### config.mk
export PLATFORM = sky130hd
export DESIGN_NAME = bitband_remap
export DESIGN_NICKNAME = d
export VERILOG_FILES = /design/src/core/bitband_pkg.sv /design/src/core/bitband_remap.sv
export VERILOG_INCLUDE_DIRS = /design/src /design/src/core
export SDC_FILE = /design/constraint.sdc
export NUM_CORES = 1
export LEC_CHECK = 0
export ABC_CLOCK_PERIOD_IN_PS = 5300
export BUFFER_PORTS_ARGS = -buffer_cell sky130_fd_sc_hd__buf_4
export CORE_MARGIN = 2
export CORE_UTILIZATION = 53
export DETAILED_ROUTE_END_ITERATION = 8
export GPL_TIMING_DRIVEN = 0
export PLACE_DENSITY = 0.95
export RECOVER_POWER = 50
export SYNTH_ARGS = -nofsm -noshare
export SYNTH_HDL_FRONTEND = slang
export SYNTH_SLANG_ARGS = --single-unit
export TNS_END_PERCENT = 10
### constraint.sdc
create_clock -name mclk -period 5.3 [get_ports mclk]
set_clock_uncertainty 0.05 [all_clocks]
set_input_delay 0.53 -clock mclk [delete_from_list [all_inputs] [get_ports mclk]]
set_output_delay 0.53 -clock mclk [all_outputs]
set_load 0.02 [all_outputs]
### src/core/bitband_map.svh
// Address map and field constants of the bit-band alias remapper.
`ifndef BITBAND_MAP_SVH
`define BITBAND_MAP_SVH
`define SRAM_BAND_BASE 32'h2000_0000
`define SRAM_DIRECT_END 32'h2000_FFFF
`define SRAM_ALIAS_BASE 32'h2200_0000
`define SRAM_ALIAS_END 32'h221F_FFFF
`define PERI_BAND_BASE 32'h4000_0000
`define PERI_BAND_END 32'h400F_FFFF
`define PERI_ALIAS_BASE 32'h4200_0000
`define PERI_ALIAS_END 32'h43FF_FFFF
`define BAND_SPAN_BITS 20
`define ALIAS_SPAN_BITS 25
`define BYTE_SHIFT 5
`define BIT_SHIFT 2
`define SIZE_BYTE 2'h0
`define SIZE_HALF 2'h1
`define SIZE_WORD 2'h2
`endif

### src/core/bitband_pkg.sv
// Types shared by the bit-band alias remapper.
package bitband_pkg;
  typedef enum logic [2:0] {
    st_idle = 3'h0,
    st_rd = 3'h1,
    st_wr = 3'h3,
    st_done = 3'h2,
    st_direct = 3'h6
  } state_t;
endpackage : bitband_pkg

### src/core/bitband_remap.sv
// Bit-band alias remapper between the core data bus and the memory fabric.
// How it works
// - Bit-band regions are the lowest 64 KB of SRAM and the lowest 1 MB of peripheral space.
// - The 2 MB SRAM alias space maps onto its 64 KB bit-band space, the 32 MB peripheral one onto 1 MB.
// - Direct SRAM band addresses pass through as ordinary SRAM accesses.
// - SRAM alias data accesses remap; instruction fetches there pass unchanged.
// - Direct peripheral band addresses pass through as ordinary peripheral accesses.
// - Peripheral alias data accesses remap; instruction fetches there get an error.
// - Alias writes read the location, change one bit, write it back.
// - The underlying access keeps the original byte, halfword or word size.
// - Alias offset is byte offset times 32 plus bit number times 4.
// - Bit position 0 to 7 within the byte comes from the alias offset.
// - Write data bit 0 sets or clears the targeted bit.
// - Write data bits 31 to 1 are ignored.
// - Alias reads return 0 or 1 in bit 0.
// - Byte lanes are little-endian, lowest address in lowest lane.
`timescale 1ns/1ns
`include "bitband_map.svh"
module bitband_remap (
  // Clock, reset and enable
  input wire logic mclk,
  input wire logic rst,
  input wire logic ce,
  // Core side request
  input wire logic core_req,
  input wire logic core_write,
  input wire logic core_instr,
  input wire logic [1:0] core_size,
  input wire logic [31:0] core_addr,
  input wire logic [31:0] core_wdata,
  // Core side answer
  output logic core_done,
  output logic core_err,
  output logic [31:0] core_rdata,
  // Fabric side request
  output logic mem_req,
  output logic mem_write,
  output logic [1:0] mem_size,
  output logic [31:0] mem_addr,
  output logic [31:0] mem_wdata,
  // Fabric side answer
  input wire logic mem_done,
  input wire logic [31:0] mem_rdata
);
  // The state codes step one bit at a time along idle, read, write, done and back.
  bitband_pkg::state_t state;
  logic [4:0] bit_lane;
  logic held_write;
  logic held_bit;

  // A request is taken in st_idle and answered with core_done one cycle after the
  // last fabric answer. An alias read costs one fabric read. An alias write costs a
  // read and a write that follows it at once, so no other access of this master can
  // fall between the two halves and see or spoil the half-finished byte.
  // A direct access costs one fabric access of either kind.
  // The fabric answers with a one-cycle mem_done, and mem_req stays up until then.
  // A refused fetch from the peripheral alias space never reaches the fabric.
  // Only one request is in flight; the core must hold its request until core_done.
  // Other masters on the fabric are not locked out between the two halves; a user
  // who shares a target with another master must arbitrate that outside.

  function automatic logic in_range(input logic [31:0] a, input logic [31:0] lo,
                                    input logic [31:0] hi);
    in_range = (a >= lo) && (a <= hi);
  endfunction : in_range

  // Alias word address to underlying byte address; the bit inside the word lanes comes from lane_of.
  function automatic logic [31:0] band_addr(input logic [31:0] a, input logic [31:0] abase,
                                            input logic [31:0] bbase);
    logic [31:0] off;
    off = a - abase;
    // Each byte owns 32 alias bytes, so the byte offset is the alias offset over 32.
    // The bit-number field below that is taken apart separately by lane_of.
    band_addr = bbase + {12'h000, off[`ALIAS_SPAN_BITS-1:`BYTE_SHIFT]};
  endfunction : band_addr

  // The underlying access is aligned to its size; the bit lane counts from that base.
  function automatic logic [31:0] aligned(input logic [31:0] a, input logic [1:0] sz);
    if (sz == `SIZE_WORD) begin
      aligned = {a[31:2], 2'h0};
    end else if (sz == `SIZE_HALF) begin
      aligned = {a[31:1], 1'h0};
    end else begin
      aligned = a;
    end
  endfunction : aligned

  // Byte of the underlying access that holds the bit, counted from the aligned base.
  // A byte access has one lane, a halfword two and a word four; the lane then
  // picks the bit inside that little-endian data word.
  function automatic logic [4:0] lane_of(input logic [31:0] ba, input logic [1:0] sz,
                                         input logic [2:0] bitno);
    logic [1:0] ofs;
    if (sz == `SIZE_WORD) begin
      ofs = ba[1:0];
    end else if (sz == `SIZE_HALF) begin
      ofs = {1'b0, ba[0]};
    end else begin
      ofs = 2'h0;
    end
    lane_of = {ofs, bitno};
  endfunction : lane_of

  // Old word with one bit replaced; every other lane goes back exactly as it was read.
  function automatic logic [31:0] merge_bit(input logic [31:0] old, input logic [4:0] ln,
                                            input logic val);
    merge_bit = old;
    merge_bit[ln] = val;
  endfunction : merge_bit

  logic sram_alias;
  logic peri_alias;
  logic any_alias;
  logic refused;
  logic [31:0] byte_addr;
  logic [4:0] lane;
  always_comb begin
    sram_alias = in_range(core_addr, `SRAM_ALIAS_BASE, `SRAM_ALIAS_END) && !core_instr;
    peri_alias = in_range(core_addr, `PERI_ALIAS_BASE, `PERI_ALIAS_END);
    any_alias = sram_alias || peri_alias;
    // Fetches from the peripheral alias space are refused outright.
    refused = peri_alias && core_instr;
    if (sram_alias) begin
      byte_addr = band_addr(core_addr, `SRAM_ALIAS_BASE, `SRAM_BAND_BASE);
    end else begin
      byte_addr = band_addr(core_addr, `PERI_ALIAS_BASE, `PERI_BAND_BASE);
    end
    // Little-endian: byte k of the access sits in lanes 8k+7..8k.
    lane = lane_of(byte_addr, core_size, core_addr[4:2]);
  end

  always_ff @(posedge mclk) begin
    if (rst) begin
      state <= bitband_pkg::st_idle;
    end else if (ce) begin
      case (state)
        bitband_pkg::st_idle: begin
          if (core_req) begin
            if (refused) begin
              state <= bitband_pkg::st_done;
            end else if (any_alias) begin
              state <= bitband_pkg::st_rd;
            end else begin
              state <= bitband_pkg::st_direct;
            end
          end
        end
        bitband_pkg::st_direct: begin
          if (mem_done) begin
            state <= bitband_pkg::st_done;
          end
        end
        bitband_pkg::st_rd: begin
          if (mem_done) begin
            // The write half follows at once so nothing from here slips between.
            state <= held_write ? bitband_pkg::st_wr : bitband_pkg::st_done;
          end
        end
        bitband_pkg::st_wr: begin
          if (mem_done) begin
            state <= bitband_pkg::st_done;
          end
        end
        default: begin
          state <= bitband_pkg::st_idle;
        end
      endcase
    end
  end

  // Capture of the request. The fabric address comes from a flip-flop so that the
  // address adder does not sit in the same cycle as the fabric decode.
  always_ff @(posedge mclk) begin
    if (rst) begin
      bit_lane <= 5'h00;
      held_write <= 1'b0;
      held_bit <= 1'b0;
      mem_addr <= 32'h0000_0000;
      mem_size <= 2'h0;
    end else if (ce && state == bitband_pkg::st_idle && core_req) begin
      bit_lane <= lane;
      held_write <= core_write;
      // Only bit 0 of the write data matters for an alias write.
      held_bit <= core_wdata[0];
      mem_size <= core_size;
      mem_addr <= any_alias ? aligned(byte_addr, core_size) : core_addr;
    end
  end

  // Read data: alias reads return the single bit, error answers return zero.
  always_ff @(posedge mclk) begin
    if (rst) begin
      core_rdata <= 32'h0000_0000;
      mem_wdata <= 32'h0000_0000;
      core_err <= 1'b0;
    end else if (ce) begin
      if (state == bitband_pkg::st_idle && core_req) begin
        core_err <= refused;
        core_rdata <= 32'h0000_0000;
        mem_wdata <= core_wdata;
      end else if (mem_done && state == bitband_pkg::st_direct) begin
        core_rdata <= mem_rdata;
      end else if (mem_done && state == bitband_pkg::st_rd) begin
        core_rdata <= {31'h0, mem_rdata[bit_lane]};
        // The merged word is ready for the write half in the very next cycle.
        mem_wdata <= merge_bit(mem_rdata, bit_lane, held_bit);
      end
    end
  end

  // Handshake outputs follow the state register. The answer to the core is gated by
  // the enable so that a frozen block never shows a pulse that lasts longer than
  // one enabled cycle; the fabric request simply holds while frozen.
  always_comb begin
    mem_req = (state == bitband_pkg::st_direct) || (state == bitband_pkg::st_rd)
              || (state == bitband_pkg::st_wr);
    mem_write = (state == bitband_pkg::st_wr) || ((state == bitband_pkg::st_direct) && held_write);
    core_done = (state == bitband_pkg::st_done) && ce;
  end
endmodule : bitband_remap

==> results of run 1 <==
==> cell families (layout without fill, tap and decap cells) <==
logic type | Yosys count | after routing | share of synthesized area [%]
xor gates and xnor gates | 1 | 1 | 0.1646
muxes | 49 | 49 | 9.734
AOI/OAI and AO/OA | 170 | 170 | 21.09
buffers and inverters | 68 | 289 | 5.314
DFF | 109 | 109 | 41.01
and+or+nand+nor | 268 | 268 | 22.69
==> report_power, final <==
group	total, mW	switching, mW	internal [mW]	leakage [nW]
Clock	0.575	0.293	0.282	0.114
Sequential	0.871	0.0180	0.853	0.887
Combinational	0.346	0.214	0.132	1.61
Total	1.79	0.525	1.27	2.61
==> synthesized netlist by cell type (all sizes together) (3+ instances only) <==
cell type / instances / area share, %
a21oi: 61 / 5.7
nor2: 54 / 3.8
inv: 5 / 0.35
nand3: 46 / 4.3
mux2i: 45 / 8.5
a2111oi: 11 / 2.0
a211oi: 11 / 1.6
nand2: 115 / 8.1
clkbuf: 41 / 2.9
nor2b: 4 / 0.47
nor3: 22 / 2.2
a22o: 31 / 5.1
nor3b: 5 / 0.71
o21ai: 38 / 3.6
o31ai: 3 / 0.42
buf: 22 / 2.0
a221oi: 3 / 0.61
nand2b: 4 / 0.47
nand3b: 5 / 0.71
dfxtp: 109 / 41
and3: 3 / 0.35
==> per-layer routing <==
layer / up-vias / share of wire, % / GRT usage (%)
met3: 63 / 10 / 7.456
met4: 0 / 3.2 / 11.10
met5: - / 0 / 0
li1: 2786 / - / -
met1: 2761 / 39 / 37.97
met2: 380 / 48 / 53.81
==> stage by stage <==
step / utilization [%] / cell area, sq um / hold slack, ns / cells
6_report: 70.19 / 6860 / 0.3545 / 1019
5_1_grt: 70.19 / 6860 / 0.3710 / 1019
4_1_cts: 74.18 / 7251 / 0.3592 / 1019
3_5_place_dp: 71.89 / 7027 / 0.3943 / 1003
3_3_place_gp: 71.89 / 7027 / 0.3899 / 1003
2_1_floorplan: - / 5321 / 0.3970 / 665
==> critical path: cells and delay by family <==
| family | cells | cell delay [ns] |
|---|---|---|
| AND/OR/NAND/NOR | 1 | 0.24 |
| buffers and inverters | 4 | 1.09 |
==> worst max path at each step <==
stage	end	slack (ns)	depth (start not counted)
after floorplan	core_done	3.35	3
after global placement	core_done	2.93	5
after detailed placement	core_done	2.91	5
after CTS	core_done	2.87	5
after global routing	core_done	2.78	5
final	core_done	2.86	5
==> layout make-up <==
cell class              count  area [sq um]
fillers                   864          2914
multi-input cells         488          2841
flip-flops and latches    109          2182
repair buffers            205          1167
plain buffers              63         260.3
well taps                 133         166.4
clock buffers              11         141.4
clock inverters             5         82.58
inverters                   5         18.77
==> registers in the layout, indices dropped and copies added (netlist names) <==
name        count
held_write      1
held_bit        1
core_err        1
mem_size        2
bit_lane        5
core_rdata     32
mem_addr       32
mem_wdata      32
state           3
==> qor.yml, run 1 <==
outcome:
  outcome: "complete, no violations"
place:
  place_ws_ns: 2.912
  port_buffers: 205
  dp_hpwl_mm: 13.61
  gp_congestion: 0.9444
power:
  power_density_nw_per_um2: 261.2
  leakage_nw: 2.609
  power_mw: 1.792
  vdd_ir_drop_max_v: 0.0001663
timing:
  slew_headroom_pct: 44.26
  fmax_ghz: 0.4090
  timing.final.hold_violations: 0
  worst_slack_ns: 2.855
  finalSetupTns_ns: 0
  slew_viol_final: 0
  min_period_over_period_pct: 46.13
  setup_violations: 0
  tightestPinTransition_ns: 0.8298
  fin_crit_ns: 2.445
  rsz0062_at_grt: "no"
critical_path:
  rr_endpoint: "core_rdata[9]"
  r2r_setup_slack_ns: 2.95
  worstSetupPathType: "in -> out"
  worstPathRequired_ns: 4.72
  startpoint_type: "input pin"
  slowest_stage: "clkbuf_1"
  setup.worst_path.end_class: "output port"
  r2r_cells: 8
  arrival_ns: 1.86
  startpoint: "ce"
  cp_max_fo: 10
  rr_startpoint: "state[0]"
  crit_path_max_incr_delay_ns: 0.43
  path_cells: "buf_4, clkbuf_1, clkbuf_1, and3_1, buf_4"
route:
  drt-total-wl_mm: 17.82
  ant_nets: 0
  drc: 0
  first_pass_iters: 5
  viasPerCell: 5.878
  drtIter0Drc: 440
  via_count: 5990
  wl_per_cell_um: 17.48
synth:
  async_reset_ff_share_pct: 0
  yosysSeqAreaShare_pct: 41.01
  ys_warn_count: 0
  yosys.cell_types.count: 52
  synth_edf_count: 0
  synth_area_sq_um: 5321
  synth.net_count: 770
  syn_avg_cell_area_sq_um: 8.002
  synth-seq-cells: 109
  synth_flop_cell: "dfxtp_1"
  syn_inst: 665
global_route:
  grt_start_max_net_pins: 18
  grt_pass1_wl_mm: 27.50
  antenna_found_initial: 0
  grt-ovfl-total: 0
  grt_use_total_pct: 31.20
  grt_pass1_vias: 5527
die:
  boundaryPins: 207
  core_area_sq_um: 9774
  initial_core_util_pct: 54.44
  num_rows: 36
  die_w_um: 104.2
  die_h_um: 104.2
  die-area_sq_um: 10860
clock_network:
  clockBufferDepth: 2
  cts_tree: "built"
  cts_setup_buffers: 0
  cts_inserted_buffers: 9
  post_cts_resize_count: 0
  htree_levels: 3
  clkLatencyLatePin_ns: 0.37
  cts-root-buf: "clkbuf_8"
  postCtsHoldBufs: 0
  cts_sinks: 109
  clk_pin_slew_ns: 0.09
final_layout:
  n_antenna_cell: 0
  area_growth_pct: 28.92
  drive_gt1_share_pct: 16.93
  mostFrequentLayoutCell: "clkbuf_1"
  nets: 986
  final_cell_mix: "clkbuf_1, nand2_1, dfxtp_1, buf_4, a21oi_1"
hold_path:
  hold_path_end: "held_write"
  min_from: "core_write"
  hold_depth: 3
  min_path_type: "in -> reg"
flow_run:
  drv_cap: 0
(Power assumes the default switching activity.)
==> run 2: changes to the inputs <==
--- a/config.mk
+++ b/config.mk
@@ -6,13 +6,13 @@
 export SDC_FILE = /design/constraint.sdc
 export NUM_CORES = 1
 export LEC_CHECK = 0
-export ABC_CLOCK_PERIOD_IN_PS = 5300
+export ABC_CLOCK_PERIOD_IN_PS = 1980
 export BUFFER_PORTS_ARGS = -buffer_cell sky130_fd_sc_hd__buf_4
 export CORE_MARGIN = 2
-export CORE_UTILIZATION = 53
+export CORE_UTILIZATION = 44
 export DETAILED_ROUTE_END_ITERATION = 8
 export GPL_TIMING_DRIVEN = 0
-export PLACE_DENSITY = 0.95
+export PLACE_DENSITY = 0.87
 export RECOVER_POWER = 50
 export SYNTH_ARGS = -nofsm -noshare
 export SYNTH_HDL_FRONTEND = slang
==> constraint.sdc (replaced) <==
create_clock -name mclk -period 1.98 [get_ports mclk]
set_clock_uncertainty 0.05 [all_clocks]
set_input_delay 0.198 -clock mclk [delete_from_list [all_inputs] [get_ports mclk]]
set_output_delay 0.198 -clock mclk [all_outputs]
set_load 0.02 [all_outputs]
==> qor.yml, run 2 (synthesis results as in run 1) <==
global_route:
  grt_pass1_wl_mm: 28.01  # was 27.50 mm
  grt_start_max_net_pins: 17  # was 18
  gr-usage-met1_pct: 33.63  # was 37.97%
  met2_usage_pct: 44.64  # was 53.81%
  grt-ovfl-total: 0  # unchanged
  grt_use_total_pct: 27.18  # was 31.20%
  grt_busiest_layer: "met2"  # unchanged
  grt_pass1_vias: 5520  # was 5,527
  use_met3_pct: 8.448  # was 7.456%
  antenna_found_initial: 0  # unchanged
outcome:
  outcome: "complete, no violations"  # unchanged
power:
  vdd_ir_drop_max_v: 0.0005696  # was 0.0001663 V
  leakage_nw: 2.761  # was 2.609 nW
  power.internal_mw: 3.547  # was 1.267 mW
  p_seq_share_pct: 46.9  # was 48.6%
  p_sw_mw: 1.433  # was 525.1 uW
  pwr-share-comb_pct: 19.1  # was 19.3%
  power_density_nw_per_um2: 704.9  # was 261.2 nW/um^2
  clock_power_share_pct: 34.0  # was 32.1%
  p_sw_share_pct: 28.78  # was 29.30%
critical_path:
  critPathBufInv: 3  # was 4
  cp.depth: 8  # was 5
  path_cells: "buf_2, and2b_1, and3_1, buf_2, o21ai_2, clkbuf_4, nand2_1, a21oi_1"  # was buf_4, clkbuf_1, clkbuf_1, and3_1, buf_4
  worstSetupPathType: "reg -> reg"  # was in -> out
  slowest_stage: "dfxtp_1"  # was clkbuf_1
  cp_max_fo: 10  # unchanged
  worstPathRequired_ns: 2.21  # was 4.72 ns
  setup.worst_path.end_class: "register"  # was output port
  arrival_ns: 2.20  # was 1.86 ns
  startpoint_type: "register"  # was input pin
  cp_common_cell: "buf_2"
  r2r_cells: 8  # unchanged
  critical_path.top_delay_family: "buffers and inverters"  # unchanged
  crit_path_max_incr_delay_ns: 0.31  # was 0.43 ns
timing:
  worst_slack_ns: 0.009836  # was 2.855 ns
  rsz0062_at_grt: "yes"  # was no
  finalSetupTns_ns: 0  # unchanged
  fmax_ghz: 0.5076
  min_period_over_period_pct: 99.50
  fin_crit_ns: 1.970
  setup_violations: 0  # unchanged
  tightestPinTransition_ns: 0.7392  # was 0.8298 ns
  timing.final.hold_violations: 0  # unchanged
  hold_slack_ns: 0.04337  # was 0.3545 ns
  slew_viol_final: 0  # unchanged
  slew_headroom_pct: 50.72  # was 44.26%
hold_path:
  min_path_type: "in -> reg"  # unchanged
  hold_depth: 3  # unchanged
final_layout:
  multi_input_area_sq_um: 2872  # was 2841 sq um
  final_cell_mix: "buf_4, nand2_1, clkbuf_1, dfxtp_1, a21oi_1"  # was clkbuf_1, nand2_1, dfxtp_1, buf_4, a21oi_1
  largestRegisters: "core_rdata (32), mem_addr (32), mem_wdata (32)"  # unchanged
  area_growth_pct: 32.78  # was 28.92%
  n_antenna_cell: 0  # unchanged
  mostFrequentLayoutCell: "buf_4"  # was clkbuf_1
  nets: 985  # was 986
  register_area_sq_um: 2182  # unchanged
  drive_gt1_share_pct: 21.38  # was 16.93%
  final.fill_count: 1132  # was 864
route:
  via_count: 5743  # was 5,990
  wl_per_cell_um: 17.41  # was 17.48 um
  drt-total-wl_mm: 17.95  # was 17.82 mm
  viasPerCell: 5.570  # was 5.878
  first_pass_iters: 5  # unchanged
  ant_nets: 0  # unchanged
  drc: 0  # unchanged
  drtIter0Drc: 437  # was 440
clock_network:
  postCtsHoldBufs: 0  # unchanged
  cts_setup_buffers: 0  # unchanged
  cts_tree: "built"  # unchanged
  clkLatencyLatePin_ns: 0.36  # was 0.37 ns
  cts-root-buf: "clkbuf_16"  # was clkbuf_8
  htree_levels: 3  # unchanged
  clockBufferDepth: 2  # unchanged
  post_cts_resize_count: 4  # was 0
  clk_pin_slew_ns: 0.07  # was 0.09 ns
  cts_sinks: 109  # unchanged
  cts_inserted_buffers: 9  # unchanged
place:
  dp_hpwl_mm: 13.85  # was 13.61 mm
  gp_congestion: 0.9492  # was 0.9444
  port_buffers: 205  # unchanged
  place_ws_ns: -0.1406  # was 2.912 ns
die:
  die_h_um: 114.0  # was 104.2 um
  die_w_um: 114.0  # was 104.2 um
  initial_core_util_pct: 44.67  # was 54.44%
  die-area_sq_um: 12990  # was 10,860 sq um
  core_area_sq_um: 11910  # was 9774 sq um
  boundaryPins: 207  # unchanged
  num_rows: 40  # was 36
flow_run:
  drv_cap: 0  # unchanged
[run 2: layout make-up]
cell class | instances | share of cell area (%)
buffer | 62 | 4.215
clock buffer | 12 | 3.489
clock inverter | 3 | 0.3188
inverter | 5 | 0.2656
multi-input combinational | 488 | 40.64
sequential | 109 | 30.88
tap | 147 | 2.603
timing repair buffer | 205 | 17.58
[run 2: layer usage]
layer	share of wire [%]	vias up
met5	0	-
met4	2.3	0
met3	9.9	40
met2	47	297
met1	41	2626
li1	-	2780
[run 2: final timing paths]
| check | slack, ns | from | to |
|---|---|---|---|
| max | 0.01 | state[0] | core_rdata[24] |
| min | 0.04 | core_addr[1] | mem_addr[1] |
| max reg2reg | 0.01 | state[0] | core_rdata[24] |
| min reg2reg | 0.40 | core_rdata[28] | core_rdata[28] |
[run 2: worst register-to-register path, delay by kind of cell, from the launching register on]
family                 cells  cell delay, ns
AND/OR/NAND/NOR            3            0.49
flip-flops                 1            0.31
buffers and inverters      3            0.60
AO/OA/AOI/OAI              2            0.43
[run 2: per-stage QoR]
stage | instance area [sq um] | total power, mW | std cells | utilization (%)
floorplan | 5321 | 2.891 | 665 | -
detailed placement | 7044 | 3.364 | 1017 | 59.14
CTS | 7316 | 5.036 | 1031 | 61.42
global placement | 7044 | 3.350 | 1017 | 59.14
global route | 7066 | 5.175 | 1031 | 59.32
finish | 7066 | 4.980 | 1031 | 59.32
[run 2: power by group through the flow]
stage | Clock, mW | Sequential, mW | Combinational [mW]
floorplan | 0 | 2.48 | 0.413
global placement | 0 | 2.38 | 0.969
detailed placement | 0 | 2.38 | 0.981
CTS | 1.72 | 2.34 | 0.982
global route | 1.81 | 2.34 | 1.02
finish | 1.69 | 2.34 | 0.952
==> run 3: changes to the inputs <==
--- a/config.mk
+++ b/config.mk
@@ -6,13 +6,13 @@
 export SDC_FILE = /design/constraint.sdc
 export NUM_CORES = 1
 export LEC_CHECK = 0
-export ABC_CLOCK_PERIOD_IN_PS = 1980
+export ABC_CLOCK_PERIOD_IN_PS = 2000
 export BUFFER_PORTS_ARGS = -buffer_cell sky130_fd_sc_hd__buf_4
 export CORE_MARGIN = 2
-export CORE_UTILIZATION = 44
+export CORE_UTILIZATION = 49
 export DETAILED_ROUTE_END_ITERATION = 8
 export GPL_TIMING_DRIVEN = 0
-export PLACE_DENSITY = 0.87
+export PLACE_DENSITY = 0.91
 export RECOVER_POWER = 50
 export SYNTH_ARGS = -nofsm -noshare
 export SYNTH_HDL_FRONTEND = slang
==> constraint.sdc (replaced) <==
create_clock -name mclk -period 2 [get_ports mclk]
set_clock_uncertainty 0.05 [all_clocks]
set_input_delay 0.2 -clock mclk [delete_from_list [all_inputs] [get_ports mclk]]
set_output_delay 0.2 -clock mclk [all_outputs]
set_load 0.02 [all_outputs]
==> qor.yml, run 3 (synthesis results as in run 1) <==
timing:
  finalSetupTns_ns: -0.02010  # was 0 ns
  fin_crit_ns: 2.020  # was 1.970 ns
  rsz0062_at_grt: "yes"  # unchanged
  fmax_ghz: 0.4950  # was 0.5076 GHz
  slew_viol_final: 0  # unchanged
  min_period_over_period_pct: 101.0  # was 99.50%
  slew_headroom_pct: 53.34  # was 50.72%
  hold_slack_ns: 0.03125  # was 0.04337 ns
  worst_slack_ns: -0.02010  # was 0.009836 ns
  tightestPinTransition_ns: 0.6999  # was 0.7392 ns
  setup_violations: 1  # was 0
  timing.final.hold_violations: 0  # unchanged
global_route:
  grt_pass1_wl_mm: 27.21  # was 28.01 mm
  antenna_found_initial: 0  # unchanged
  grt-ovfl-total: 0  # unchanged
  grt_start_max_net_pins: 19  # was 17
  grt_use_total_pct: 29.30  # was 27.18%
  grt_pass1_vias: 5501  # was 5,520
clock_network:
  postCtsHoldBufs: 0  # unchanged
  clk_pin_slew_ns: 0.11  # was 0.07 ns
  cts-root-buf: "clkbuf_8"  # was clkbuf_16
  cts_sinks: 109  # unchanged
  cts_inserted_buffers: 9  # unchanged
  clkLatencyLatePin_ns: 0.37  # was 0.36 ns
  htree_levels: 3  # unchanged
  cts_tree: "built"  # unchanged
  clockBufferDepth: 2  # unchanged
place:
  port_buffers: 205  # unchanged
  dp.cells: 1010  # was 1,017
  dp_hpwl_mm: 13.56  # was 13.85 mm
  place_ws_ns: -0.1501  # was -0.1406 ns
  gp_congestion: 0.9362  # was 0.9492
  place_area_sq_um: 7036  # was 7044 sq um
final_layout:
  fin_area_sq_um: 6984  # was 7066 sq um
  fin_cells: 1025  # was 1,031
  n_antenna_cell: 0  # unchanged
  mostFrequentLayoutCell: "buf_4"  # unchanged
  area_growth_pct: 31.25  # was 32.78%
  register_area_sq_um: 2182  # unchanged
  multi_input_area_sq_um: 2892  # was 2872 sq um
  drive_gt1_share_pct: 21.81  # was 21.38%
  largestRegisters: "core_rdata (32), mem_addr (32), mem_wdata (32)"  # unchanged
  nets: 985  # unchanged
  final_cell_mix: "buf_4, nand2_1, dfxtp_1, clkbuf_1, a21oi_1"  # was buf_4, nand2_1, clkbuf_1, dfxtp_1, a21oi_1
  final.fill_count: 961  # was 1,132
critical_path:
  worstSetupPathType: "reg -> reg"  # unchanged
  setup.worst_path.end_class: "register"  # unchanged
  crit_end: "core_rdata[0]"  # was core_rdata[24]
  rr_endpoint: "core_rdata[0]"  # was core_rdata[24]
  arrival_ns: 2.19  # was 2.20 ns
  startpoint: "bit_lane[0]"  # was state[0]
  r2r_cells: 3  # was 8
  worstPathRequired_ns: 2.17  # was 2.21 ns
  rr_startpoint: "bit_lane[0]"  # was state[0]
  startpoint_type: "register"  # unchanged
  cp_max_fo: 10  # unchanged
  r2r_setup_slack_ns: -0.02  # was 0.01 ns
route:
  first_pass_iters: 5  # unchanged
  drtIter0Drc: 331  # was 437
  drt-total-wl_mm: 17.49  # was 17.95 mm
  wl_per_cell_um: 17.06  # was 17.41 um
  ant_nets: 0  # unchanged
  viasPerCell: 5.673  # was 5.570
  drc: 0  # unchanged
  via_count: 5815  # was 5,743
outcome:
  violations: "negative setup slack"
  outcome: "complete, but fails checks"  # was complete, no violations
flow_run:
  drv_cap: 0  # unchanged
die:
  num_rows: 38  # was 40
  core_area_sq_um: 10700  # was 11,910 sq um
  die_w_um: 108.2  # was 114.0 um
  initial_core_util_pct: 49.74  # was 44.67%
  die_h_um: 108.2  # was 114.0 um
  die-area_sq_um: 11710  # was 12,990 sq um
  boundaryPins: 207  # unchanged
power:
  leakage_nw: 2.740  # was 2.761 nW
  power_density_nw_per_um2: 650.7  # was 704.9 nW/um^2
  vdd_ir_drop_max_v: 0.0004446  # was 0.0005696 V
hold_path:
  min_path_type: "in -> reg"  # unchanged
[run 3: cell types whose count changed in the layout (fill, tap and decap cells not counted), moves of 3 or more]
cell       previous run  this run
clkbuf_8              1        10
clkbuf_1            109       105
a2111oi_1             1         5
a2111oi_0             8         3
inv_6                 0         3
clkbuf_16             9         0
[run 3: per-stage QoR]
step / util (%) / total power, mW
2_1_floorplan: - / 2.862
3_3_place_gp: 65.77 / 3.305
3_5_place_dp: 65.77 / 3.326
4_1_cts: 67.44 / 4.581
5_1_grt: 65.29 / 4.731
6_report: 65.29 / 4.545
[run 3: what timing repair did]
item,in CTS,in global routing
pin swaps,0,0
cloned,0,0
endpoints found under the setup margin,1,89
setup buffers,0,0
gates resized for setup,1,39
[run 3: metal layers]
metal / track usage (%) / wire (um)
met1: 36.44 / 7140
met2: 48.88 / 8104
met3: 6.570 / 1632
met4: 12.45 / 612
met5: 0 / 0
[run 3: worst max-delay path: stages (launching register included)]
cell and delay (ns):
dfxtp_1 0.58, mux4_2 0.59, a2111oi_1 0.54, a221oi_2 0.11
[run 3: report_power, final]
part	total, mW	internal [mW]	switching, mW
combinational	0.937	0.374	0.563
sequential	2.31	2.26	0.0512
clock	1.30	0.498	0.797
[run 3: final cells by class]
| cell class | count | area share (%) |
|---|---|---|
| buffer | 62 | 4.138 |
| clock buffer | 10 | 1.971 |
| clock inverter | 6 | 0.6270 |
| inverter | 5 | 0.2687 |
| multi-input combinational | 488 | 41.40 |
| sequential | 109 | 31.24 |
| tap | 140 | 2.508 |
| timing repair buffer | 205 | 17.84 |
[run 3: worst min path at each step]
stage                   start              to  slack [ns]  depth (start not counted)
6_report         core_addr[3]     bit_lane[1]        0.03                          3
4_1_cts            core_write      held_write        0.02                          3
5_1_grt         core_addr[26]    mem_addr[26]        0.03                          3
3_5_place_dp   core_rdata[30]  core_rdata[30]        0.39                          2
3_3_place_gp     mem_addr[25]    mem_addr[25]        0.39                          2
2_1_floorplan      core_write      held_write        0.29                          2
